**config.mk**
```make
export PLATFORM = sky130hd
export DESIGN_NAME = framer_alarm_status_interrupt
export DESIGN_NICKNAME = d
export VERILOG_FILES = /design/src/logic/rise_detect.v /design/src/logic/framer_alarm_status_interrupt.v
export VERILOG_INCLUDE_DIRS = /design/src /design/src/logic
export SDC_FILE = /design/constraint.sdc
export NUM_CORES = 1
export LEC_CHECK = 0
export BUFFER_PORTS_ARGS = -buffer_cell sky130_fd_sc_hd__buf_4
export CORE_MARGIN = 2
export CORE_UTILIZATION = 45
export DETAILED_ROUTE_END_ITERATION = 10
export GPL_TIMING_DRIVEN = 1
export HOLD_SLACK_MARGIN = 0.1
export PLACE_DENSITY_LB_ADDON = 0.25
export SYNTH_ARGS = -nofsm -noshare
export SYNTH_HDL_FRONTEND = slang
export SYNTH_SLANG_ARGS = --single-unit
```
**constraint.sdc**
```tcl
create_clock -name clk -period 2.1 [get_ports clk]
set_clock_uncertainty 0.2 [all_clocks]
set_input_delay 0.42 -clock clk [delete_from_list [all_inputs] [get_ports clk]]
set_output_delay 0.42 -clock clk [all_outputs]
set_load 0.03 [all_outputs]
```
**src/logic/framer_alarm_regs.vh**
```
`ifndef FRAMER_ALARM_REGS_VH
`define FRAMER_ALARM_REGS_VH

// register word indices, and byte addresses at four times the index
`define IDX_ERR_INSERT_CTRL   8'h12
`define IDX_INT_ENABLE        8'h1A
`define IDX_STATUS            8'h1C
`define IDX_CHANGE_LATCH      8'h1D
`define IDX_MASTER_ENABLE     8'h1E
`define IDX_LINE_MODE         8'h1F
`define ADDR_ERR_INSERT_CTRL  12'h048
`define ADDR_INT_ENABLE       12'h068
`define ADDR_STATUS           12'h070
`define ADDR_CHANGE_LATCH     12'h074
`define ADDR_MASTER_ENABLE    12'h078
`define ADDR_LINE_MODE        12'h07C

// error insert control fields
`define EIC_TYPE_MSB          4
`define EIC_FTYPE_LSB         5
`define EIC_MANUAL_BIT        7
`define EIC_RESET             8'h00

// status layout
`define ST_NO_SIGNAL          0
`define ST_ALIGN_CHANGE       7
`define STATUS_USED_MASK      8'h3F
`define LATCH_USED_MASK       8'hBF
`define INT_ENABLE_RESET      8'h00
`define LATCH_RESET           8'h00
`define MASTER_GLOBAL_BIT     0
`define LINE_DUAL_RAIL_BIT    0
`define LINE_MODE_RESET       8'h01

`endif

```
**src/logic/rise_detect.v**
```verilog
`timescale 1ns/1ps
`default_nettype none
// flags rising edges of a vector, one cycle pulse per bit
module rise_detect #(
	parameter W = 5
) (
	input  wire         clk,     // system clock
	input  wire         reset_n, // async reset
	input  wire [W-1:0] level,   // levels watched
	output wire [W-1:0] rise     // one-cycle rise pulses
);
	reg [W-1:0] prev_ff;

	// remember last value
	always @(posedge clk or negedge reset_n) begin
		if (!reset_n) begin
			prev_ff <= {W{1'b0}};
		end else begin
			prev_ff <= level;
		end
	end

	assign rise = level & ~prev_ff;
endmodule // rise_detect
`default_nettype wire

```
**src/logic/framer_alarm_status_interrupt.v**
```verilog
// Behaviour
// - manual select 0: each 0-to-1 of a type control bit inserts one error
// - manual select 1: strobe rising edge inserts errors for types held at 1
// - all type control bits 0: no errors inserted at all
// - six real-time status bits in fixed order, bits 0 to 5
// - no-signal from own detector in dual-rail mode, external interface otherwise
// - remote alarm reflects only X/Sa bits, never far-end channel codes
// - latched bits 0-5 set on any change of real-time status
// - latched bits clear only by writing one; zero leaves them
// - interrupt when latched bit, its enable and global enable are set
// - interrupt drops once latch, enable or global enable clears
// - alignment-change latch set on resync at a different alignment
// - after clear, not set again until sync lost and regained elsewhere
// - enable bits for positions 0-5 and 7, reset to zero
//
// Design decision made here: the APB slave port.
`include "framer_alarm_regs.vh"
`timescale 1ns/1ps
`default_nettype none
module framer_alarm_status_interrupt (
	input  wire        clk,                       // 40 MHz system clock
	input  wire        reset_n,                   // async reset, active low
	input  wire        psel,                      // apb select
	input  wire        penable,                   // apb access phase
	input  wire        pwrite,                    // apb write
	input  wire [11:0] paddr,                     // apb byte address
	input  wire [31:0] pwdata,                    // apb write data
	output reg  [31:0] prdata,                    // apb read data
	output reg         pready,                    // apb ready
	output reg         pslverr,                   // apb error
	input  wire        no_signal_detect,          // own detector, dual-rail
	input  wire        no_signal_external,        // from line interface, binary
	input  wire        frame_sync_missing_status, // out-of-frame condition
	input  wire        alarm_indication_status,   // alarm indication condition
	input  wire        remote_alarm_xsa,          // remote alarm from X/Sa bits
	input  wire        idle_pattern_status,       // idle condition
	input  wire        severe_frame_error_status, // severe frame error condition
	input  wire        sync_acquired,             // pulse: framer gained sync
	input  wire [11:0] sync_alignment,            // alignment at that sync
	input  wire        manual_error_strobe,       // pin, async
	output reg         bipolar_violation_insert,  // one-cycle insert pulse
	output reg         excess_zero_insert,        // one-cycle insert pulse
	output reg         parity_bit_error_insert,   // one-cycle insert pulse
	output reg         cbit_parity_error_insert,  // one-cycle insert pulse
	output reg         framing_bit_error_insert,  // one-cycle insert pulse
	output reg  [1:0]  framing_error_type_select, // framing error kind
	output reg         irq                        // level interrupt
);
	reg  [7:0]  err_ctrl_ff;
	reg  [7:0]  int_en_ff;
	reg  [7:0]  latch_ff;
	reg  [7:0]  nxt_latch;
	reg  [5:0]  status_ff;
	reg         global_en_ff;
	reg         dual_rail_ff;
	reg         strobe_s1_ff;
	reg         strobe_s2_ff;
	reg         strobe_s3_ff;
	reg         nsx_s1_ff;
	reg         nsx_s2_ff;
	reg         have_sync_ff;
	reg         armed_ff;
	reg  [11:0] last_align_ff;
	reg  [4:0]  nxt_insert;
	wire [4:0]  ctrl_rise;
	wire [5:0]  status_now;
	wire        wr_en;
	wire        rd_en;
	wire        wr_strobe;
	wire        strobe_rise;
	wire        realign_event;
	wire [7:0]  wbyte;
	wire        sel_err_ctrl;
	wire        sel_int_en;
	wire        sel_status;
	wire        sel_latch;
	wire        sel_master;
	wire        sel_line;
	wire        sel_mapped;
	wire [7:0]  nxt_int_en;
	wire        nxt_global_en;

	// address decode helper
	function hit;
		input [11:0] a;
		input [11:0] b;
		begin
			hit = (a == b);
		end
	endfunction

	assign wr_en = psel & penable & pwrite;
	assign rd_en = psel & ~penable & ~pwrite; // read data captured at setup
	assign wr_strobe = wr_en & pready;        // the one edge a write lands
	assign wbyte = pwdata[7:0];

	// one select per register, shared by bus, write and clear logic
	assign sel_err_ctrl = hit(paddr, `ADDR_ERR_INSERT_CTRL);
	assign sel_int_en   = hit(paddr, `ADDR_INT_ENABLE);
	assign sel_status   = hit(paddr, `ADDR_STATUS);
	assign sel_latch    = hit(paddr, `ADDR_CHANGE_LATCH);
	assign sel_master   = hit(paddr, `ADDR_MASTER_ENABLE);
	assign sel_line     = hit(paddr, `ADDR_LINE_MODE);
	assign sel_mapped   = sel_err_ctrl | sel_int_en | sel_status | sel_latch
		| sel_master | sel_line;

	// apb slave: zero wait, error on unmapped
	always @(posedge clk or negedge reset_n) begin
		if (!reset_n) begin
			pready  <= 1'b0;
			pslverr <= 1'b0;
			prdata  <= 32'h00000000;
		end else begin
			pready  <= psel & ~penable;
			pslverr <= psel & ~penable & ~sel_mapped;
			prdata  <= 32'h00000000;
			if (rd_en) begin
				case (1'b1)
					sel_err_ctrl: prdata[7:0] <= err_ctrl_ff;
					sel_int_en:   prdata[7:0] <= int_en_ff;
					sel_status:   prdata[7:0] <= {2'b00, status_ff};
					sel_latch:    prdata[7:0] <= latch_ff;
					sel_master:   prdata[0]   <= global_en_ff;
					sel_line:     prdata[0]   <= dual_rail_ff;
					default:      prdata      <= 32'h00000000;
				endcase
			end
		end
	end

	// next enable values, so the interrupt follows an enable write at once
	assign nxt_int_en = (wr_strobe & sel_int_en) ?
		(wbyte & `LATCH_USED_MASK) : int_en_ff;
	assign nxt_global_en = (wr_strobe & sel_master) ?
		wbyte[`MASTER_GLOBAL_BIT] : global_en_ff;

	// write side of control registers; pready high marks the access edge
	always @(posedge clk or negedge reset_n) begin
		if (!reset_n) begin
			err_ctrl_ff  <= `EIC_RESET;
			int_en_ff    <= `INT_ENABLE_RESET;
			global_en_ff <= 1'b0;
			dual_rail_ff <= 1'b1;
		end else begin
			int_en_ff    <= nxt_int_en;
			global_en_ff <= nxt_global_en;
			if (wr_strobe & sel_err_ctrl)
				err_ctrl_ff <= wbyte;
			if (wr_strobe & sel_line)
				dual_rail_ff <= wbyte[`LINE_DUAL_RAIL_BIT];
		end
	end

	// synchronise strobe pin and external no-signal
	always @(posedge clk or negedge reset_n) begin
		if (!reset_n) begin
			strobe_s1_ff <= 1'b0;
			strobe_s2_ff <= 1'b0;
			strobe_s3_ff <= 1'b0;
			nsx_s1_ff    <= 1'b0;
			nsx_s2_ff    <= 1'b0;
		end else begin
			strobe_s1_ff <= manual_error_strobe;
			strobe_s2_ff <= strobe_s1_ff;
			strobe_s3_ff <= strobe_s2_ff;
			nsx_s1_ff    <= no_signal_external;
			nsx_s2_ff    <= nsx_s1_ff;
		end
	end

	assign strobe_rise = strobe_s2_ff & ~strobe_s3_ff;

	// rising edges of the per-type control bits
	rise_detect #(
		.W(5)
	) u_ctrl_rise (
		.clk     (clk),
		.reset_n (reset_n),
		.level   (err_ctrl_ff[`EIC_TYPE_MSB:0]),
		.rise    (ctrl_rise)
	);

	// select insert trigger; zero controls give no pulse either way
	always @* begin
		if (err_ctrl_ff[`EIC_MANUAL_BIT])
			nxt_insert = {5{strobe_rise}} & err_ctrl_ff[`EIC_TYPE_MSB:0];
		else
			nxt_insert = ctrl_rise;
	end

	// insert pulse outputs
	always @(posedge clk or negedge reset_n) begin
		if (!reset_n) begin
			bipolar_violation_insert  <= 1'b0;
			excess_zero_insert        <= 1'b0;
			parity_bit_error_insert   <= 1'b0;
			cbit_parity_error_insert  <= 1'b0;
			framing_bit_error_insert  <= 1'b0;
			framing_error_type_select <= 2'b00;
		end else begin
			bipolar_violation_insert  <= nxt_insert[0];
			excess_zero_insert        <= nxt_insert[1];
			parity_bit_error_insert   <= nxt_insert[2];
			cbit_parity_error_insert  <= nxt_insert[3];
			framing_bit_error_insert  <= nxt_insert[4];
			framing_error_type_select <= err_ctrl_ff[`EIC_FTYPE_LSB+1:`EIC_FTYPE_LSB];
		end
	end

	// real-time status in fixed order
	assign status_now = {severe_frame_error_status, idle_pattern_status,
		remote_alarm_xsa,
		alarm_indication_status, frame_sync_missing_status,
		(dual_rail_ff ? no_signal_detect : nsx_s2_ff)};

	always @(posedge clk or negedge reset_n) begin
		if (!reset_n) begin
			status_ff <= 6'h00;
		end else begin
			status_ff <= status_now;
		end
	end

	// alignment change: armed on sync loss, fires on a new alignment
	assign realign_event = sync_acquired & have_sync_ff & armed_ff
		& (sync_alignment != last_align_ff);

	always @(posedge clk or negedge reset_n) begin
		if (!reset_n) begin
			have_sync_ff  <= 1'b0;
			armed_ff      <= 1'b1;
			last_align_ff <= 12'h000;
		end else begin
			if (sync_acquired) begin
				have_sync_ff  <= 1'b1;
				last_align_ff <= sync_alignment;
				armed_ff      <= 1'b0;
			end else if (status_ff[1]) begin
				armed_ff <= 1'b1;
			end
		end
	end

	// latched changes, set wins over write-one clear
	always @* begin
		nxt_latch = latch_ff;
		if (wr_strobe & sel_latch)
			nxt_latch = latch_ff & ~wbyte;
		nxt_latch[5:0] = nxt_latch[5:0] | (status_now ^ status_ff);
		if (realign_event)
			nxt_latch[`ST_ALIGN_CHANGE] = 1'b1;
		nxt_latch = nxt_latch & `LATCH_USED_MASK;
	end

	always @(posedge clk or negedge reset_n) begin
		if (!reset_n) begin
			latch_ff <= `LATCH_RESET;
		end else begin
			latch_ff <= nxt_latch;
		end
	end

	// interrupt from next-state values so it drops with the clear
	always @(posedge clk or negedge reset_n) begin
		if (!reset_n) begin
			irq <= 1'b0;
		end else begin
			irq <= nxt_global_en & (|(nxt_latch & nxt_int_en));
		end
	end
endmodule // framer_alarm_status_interrupt
`default_nettype wire

```
==> results of run 1 <==
-- worst max-delay path, stage by stage --
cell	delay, ns
buf_4	0.11
or4b_4	0.55
buf_4	0.15
or4_1	0.56
nor3_4	0.16
buf_4	0.16
mux2_2	0.33
-- what timing repair did --
action,CTS,global route
pin swaps,5,1
endpoints found under the hold margin,36,0
hold buffers,9,0
setup buffers,4,0
setup endpoints to repair,11,22
gates resized for setup,6,8
-- sequential cells by signal, indices dropped and copies added (netlist names), 2 cells and up --
| signal | cells |
|---|---|
| int_en_ff | 7 |
| last_align_ff | 12 |
| u_ctrl_rise.prev_ff | 5 |
| prdata | 8 |
| framing_error_type_select | 2 |
| err_ctrl_ff | 8 |
| status_ff | 6 |
| latch_ff | 7 |
-- worst max-delay path by stage --
stage / end / depth (start not counted)
2_1_floorplan: irq / 6
3_3_place_gp: irq / 8
3_5_place_dp: irq / 8
4_1_cts: irq / 8
5_1_grt: err_ctrl_ff[7] / 7
6_report: err_ctrl_ff[0] / 7
-- kinds of logic after synthesis --
family	after synthesis
mux	41
other cells	1
buf+inv	42
compound gates	27
flops	72
simple gates	63
xor+xnor	18
-- power groups by stage --
stage,combinational (mW),sequential (mW),clock (mW)
6_report,0.332,1.45,1.05
5_1_grt,0.361,1.45,1.14
4_1_cts,0.332,1.45,1.07
3_5_place_dp,0.314,1.47,0
3_3_place_gp,0.310,1.47,0
2_1_floorplan,0.194,1.47,0
-- metrics by stage --
stage | setup WS [ns] | power, mW
global route | -0.383 | 2.95
CTS | -0.298 | 2.85
detailed placement | -0.716 | 1.79
finish | -0.327 | 2.83
floorplan | -0.619 | 1.67
global placement | -0.681 | 1.78
-- cell usage after synthesis, types with 2 or more instances --
cell type	instances
clkbuf_1	6
xnor2_1	16
mux2i_1	10
xor2_1	2
dfstp_2	2
dfrtp_1	70
nand2_1	10
inv_1	11
mux2_2	25
a31oi_1	2
a21oi_1	6
mux2_1	5
a21boi_0	2
nand4_1	5
nand2b_1	2
a21boi_2	2
nand3_1	4
nor4_1	2
nor3_1	4
nor2_1	23
o21a_1	5
o21ai_0	4
and4_1	2
buf_4	24
-- metal layers --
metal	up-vias	routed length, um	global-route usage	part of all wire
li1	1077	-	-	-
met1	1119	2970	0.251	0.45
met2	65	3220	0.296	0.49
met3	8	297	0.0504	0.045
met4	0	86	0.0620	0.013
met5	-	0	0	0
-- cell type report --
| cell class | count | area share |
|---|---|---|
| sequential | 72 | 0.419 |
| multi-input combinational | 173 | 0.305 |
| timing repair buffer | 105 | 0.195 |
| clock buffer | 11 | 0.0329 |
| tap | 96 | 0.0279 |
| clock inverter | 4 | 0.0105 |
| inverter | 11 | 0.00960 |
==> results.cfg, run 1 <==
[worst_setup_path]
crit_fanout = 3
cp.required_ns = 2.12
reg2reg_from = pready
r2r-end = irq
arrival_ns = 2.45
critPathKind = input pin to register
rr_worst_depth = 7
critPathLaunchType = input pin
startpoint = paddr[7]
reg2reg_slack_ns = -0.06
cp-end-kind = register

[global_routing]
antenna_found_initial = 0
grt_start_max_net_pins = 32
grt.overflow.total = 0
grt_pass1_vias = 2317
grtUsageTotal = 0.187
grt_pass1_wl_um = 10800

[finish]
final_cells = 472
area_delta_synth_final_pct = 33.7
post-route-util = 0.626
layout_commonest_cell = buf_4
final_cell_area_um2 = 4300
n_fill_cell = 560
final_cell_mix = 91 x buf_4, 70 x dfrtp_1, 24 x conb_1, 23 x nor2_1, 22 x mux2_2
multi_input_area_um2 = 1310
seq_area_um2 = 1800
antenna_cells = 0
drive_gt1_frac = 0.402
nNetsFinal = 442

[floorplanning]
ios = 112
initial_core_util = 0.469
fp-row-count = 30
die_h_um = 88.6
die_w_um = 88.6
fp.dieArea_um2 = 7850
coreArea_um2 = 6870

[synth]
ys_warn_count = 0
synth_top_area_frac = 0.544
synth.distinct_cells = 44
synth.area.mux_share = 0.143
yosysTopAreaCell = dfrtp_1
synth-xor-area-share = 0.0490
synth_cells = 264
ys.flop_type = dfrtp_1
avgSynthCellArea_um2 = 12.2
synthTopCellsByArea = dfrtp_1 54%, mux2_2 8.7%, buf_4 5.6%
synth_seq_cells = 72
synth_top_family_by_area = multiplexers
synthArstFlopShare = 1.00
synthAdderAreaFrac = 0
synth_enable_flop_cells = 0
synth_area_um2 = 3220
synth_compound_area_frac = 0.0583
synthSimpleGateAreaFrac = 0.111
synth_sequential_area_ratio = 0.560

[clock_tree]
cts_buffers = 9
clock-sinks = 72
cts_max_level = 3
insertion_delay_ns = 0.34
cts_tree = built
clk_transition_reported_paths_ns = 0.07
root_buffer = clkbuf_8
cts_buffer_depth = 2

[min_path]
hp-class = input pin to register
hold_end = err_ctrl_ff[2]
min-delay-start = pwdata[2]
whs_path_depth = 2

[timing]
setup_tns_ns = -3.53
hold_ws_ns = 0.125
slew_viol_final = 0
hold_viol_final = 0
min_period_ns = 2.43
period_share = 1.16
rsz0062_at_grt = yes
setup_viol = 17
fin_ws_ns = -0.327
fmaxAchievable_ghz = 0.412

[placed_design]
dp.cells = 444
port_buffers = 63
dpl_cell_area_um2 = 3930
dp_hpwl_um = 4870
gp_congestion = 0.897

[routing]
vias = 2269
drtIter0Drc = 130
vias_per_cell = 4.81
drtPass1Iterations = 4
drt-total-wl_um = 6570
wl_per_cell_um = 13.9
drc_errors = 0
ant_nets = 0

[pwr]
p_sw_frac = 0.240
ir_drop_v = 0.000375
internal_power_mw = 2.15
p_sw_mw = 0.678
clock_power_share = 0.371
power.share.combinational = 0.117
p_per_area_nw_per_um2 = 657
p_seq_frac = 0.512
power.leakage_nw = 2.04

[job]
maxCapViolations = 0

[outcome]
violations = negative setup slack
status = finished with violations
Note: power is estimated with default switching activity, not from simulation.
==> run 2: changes to the inputs <==
- ABC_AREA: default -> 1
==> run 2 against run 1 <==
  * The flow now finishes without violations
  * Critical endpoint is now irq
  * Via count increased by 17%
  * Non-clock buffer count decreased by 13
  * Setup slack improved by 0.59 ns
  * Register-to-register slack improved by 0.51 ns
  * Cell count increased by 22%
  * Power increased by 13%
  * Sequential share of layout area decreased by 1.4 points
  * Clock power increased by 37%
  * Maximum frequency increased by 32%
==> results.cfg, run 2 <==
[finish]
drive_gt1_frac = 0.239
layout_commonest_cell = nand2_1
seq_area_um2 = 1800
nNetsFinal = 541
post-route-util = 0.610
final_cells = 575
antenna_cells = 0
top_register = last_align_ff
multi_input_area_um2 = 1310
largest_reg_flops = 12
reg_top3 = last_align_ff x12, err_ctrl_ff x8, prdata x8
final_cell_mix = 100 x nand2_1, 70 x dfrtp_1, 69 x buf_4, 38 x inv_1, 24 x conb_1
area_delta_synth_final_pct = 30.1
final_cell_area_um2 = 4450
n_fill_cell = 651

[global_routing]
use_met1 = 0.204
grt_pass1_wl_um = 11400
use_met2 = 0.296
grt_start_max_net_pins = 51
grtUsageTotal = 0.172
grt.overflow.total = 0
grt_use_met3 = 0.0515
grt_pass1_vias = 2556
top_usage_layer = met2
antenna_found_initial = 0

[clock_tree]
hold_buffers = 20
clk_transition_reported_paths_ns = 0.07
cts_buffer_depth = 2
insertion_delay_ns = 0.34
cts_buffers = 9
cts_tree = built
post_cts_buffers = 0
cts_resized = 0
cts_max_level = 3
root_buffer = clkbuf_8
clock-sinks = 72

[worst_setup_path]
worst-path-buf-inv = 2
critPathLaunchType = input pin
cp-end-kind = register
crit_fanout = 2
critical-path-top-delay-family = buffers and inverters
cp_slowest_cell = dlygate4sd3_1
cpPeakStageDelay_ns = 0.54
critPathKind = input pin to register
worstPathCellList = dlygate4sd3_1 -> buf_4 -> xnor2_1 -> nand2_1 -> nor2_1 -> nand3_1 -> nand2_1 -> a21oi_1 -> nor2_1 -> a21oi_1
cp.required_ns = 2.12
arrival_ns = 1.85

[placed_design]
port_buffers = 63
dpl_cell_area_um2 = 3980
dp_hpwl_um = 5120
dp.cells = 539
gp_congestion = 0.804

[routing]
ant_nets = 0
vias = 2664
drt-total-wl_um = 6920
drtIter0Drc = 150
drc_errors = 0
vias_per_cell = 4.63
drtPass1Iterations = 4
wl_per_cell_um = 12.0

[floorplanning]
coreArea_um2 = 7290
ios = 112
die_w_um = 91.2
fp.dieArea_um2 = 8310
initial_core_util = 0.469
die_h_um = 91.2
fp-row-count = 31

[pwr]
power.leakage_nw = 2.23
p_total_mw = 3.21
p_per_area_nw_per_um2 = 722
ir_drop_v = 0.000492

[synth]
synth_area_um2 = 3420
synth.distinct_cells = 32
yosysTopAreaCell = dfrtp_1
synth_enable_flop_cells = 0
synth_seq_cells = 72
synth_cells = 375
synth.most_common_cell = nand2_1
synth_top_area_frac = 0.512
synthTopCellsByArea = dfrtp_1 51%, nand2_1 11%, buf_4 5.5%
ys.flop_type = dfrtp_1
synth_common_cells = 100 x nand2_1, 70 x dfrtp_1, 38 x inv_1, 25 x buf_4, 23 x nand3_1
avgSynthCellArea_um2 = 9.12
synthArstFlopShare = 1.00
ys_warn_count = 0
synth_sequential_area_ratio = 0.528

[timing]
hold_viol_final = 0
fmaxAchievable_ghz = 0.545
period_share = 0.873
rsz0062_at_grt = no
setup_tns_ns = 0
setup_viol = 0
slew_viol_final = 0
min_period_ns = 1.83

[outcome]
status = finished, final reports clean

[job]
maxCapViolations = 0

[min_path]
hp-class = input pin to register
==> run 2: power by group <==
part	total, mW	internal, mW	switching (mW)
sequential	1.44	1.42	0.0207
combinational	0.327	0.138	0.190
clock	1.44	0.942	0.497
total	3.21	2.50	0.708
==> run 2: layer usage <==
layer	vias up	part of all wire
met5	-	0
met4	0	0.0094
met3	6	0.054
met2	78	0.50
met1	1234	0.43
li1	1346	-
==> run 2: path summary, 6_finish.rpt <==
kind,cells after the start,endpoint,from,slack [ns]
max,10,irq,sync_alignment[2],0.27
min,3,last_align_ff[0],sync_alignment[0],0.12
max reg2reg,10,irq,pready,0.45
min reg2reg,0,nsx_s2_ff,nsx_s1_ff,0.15
max in group asynchronous,3,dual_rail_ff,reset_n,0.77
min in group asynchronous,2,err_ctrl_ff[6],reset_n,0.33
==> run 2: cell families (layout without fill, tap and decap cells) <==
| family | count (synthesis) | after routing | synth area share |
|---|---|---|---|
| AO/OA/AOI/OAI | 36 | 36 | 0.0600 |
| XOR/XNOR | 16 | 16 | 0.0410 |
| buffers and inverters | 73 | 151 | 0.114 |
| flip-flops | 72 | 72 | 0.528 |
| multiplexers | 7 | 7 | 0.0227 |
| other | 1 | 24 | 0.00110 |
| AND/OR/NAND/NOR | 170 | 170 | 0.233 |
==> run 2: worst register-to-register path, delay by kind of cell (launching register included) <==
kind | cells | cell delay (ns)
buf+inv | 1 | 0.15
compound gates | 1 | 0.08
simple gates | 8 | 0.74
flops | 1 | 0.35
==> run 2: area by class of cell <==
cell class,count,share of cell area
multi-input combinational,253,0.295
tap,99,0.0279
timing repair buffer,92,0.175
inverter,43,0.0363
clock buffer,11,0.0318
clock inverter,5,0.0287
sequential,72,0.406
==> run 2: per-stage QoR <==
step,setup slack [ns],hold slack [ns]
3_5_place_dp,0.00795,0.137
2_1_floorplan,0.310,-0.0756
3_3_place_gp,0.0443,0.133
4_1_cts,0.246,0.102
5_1_grt,0.181,0.124
6_report,0.266,0.116
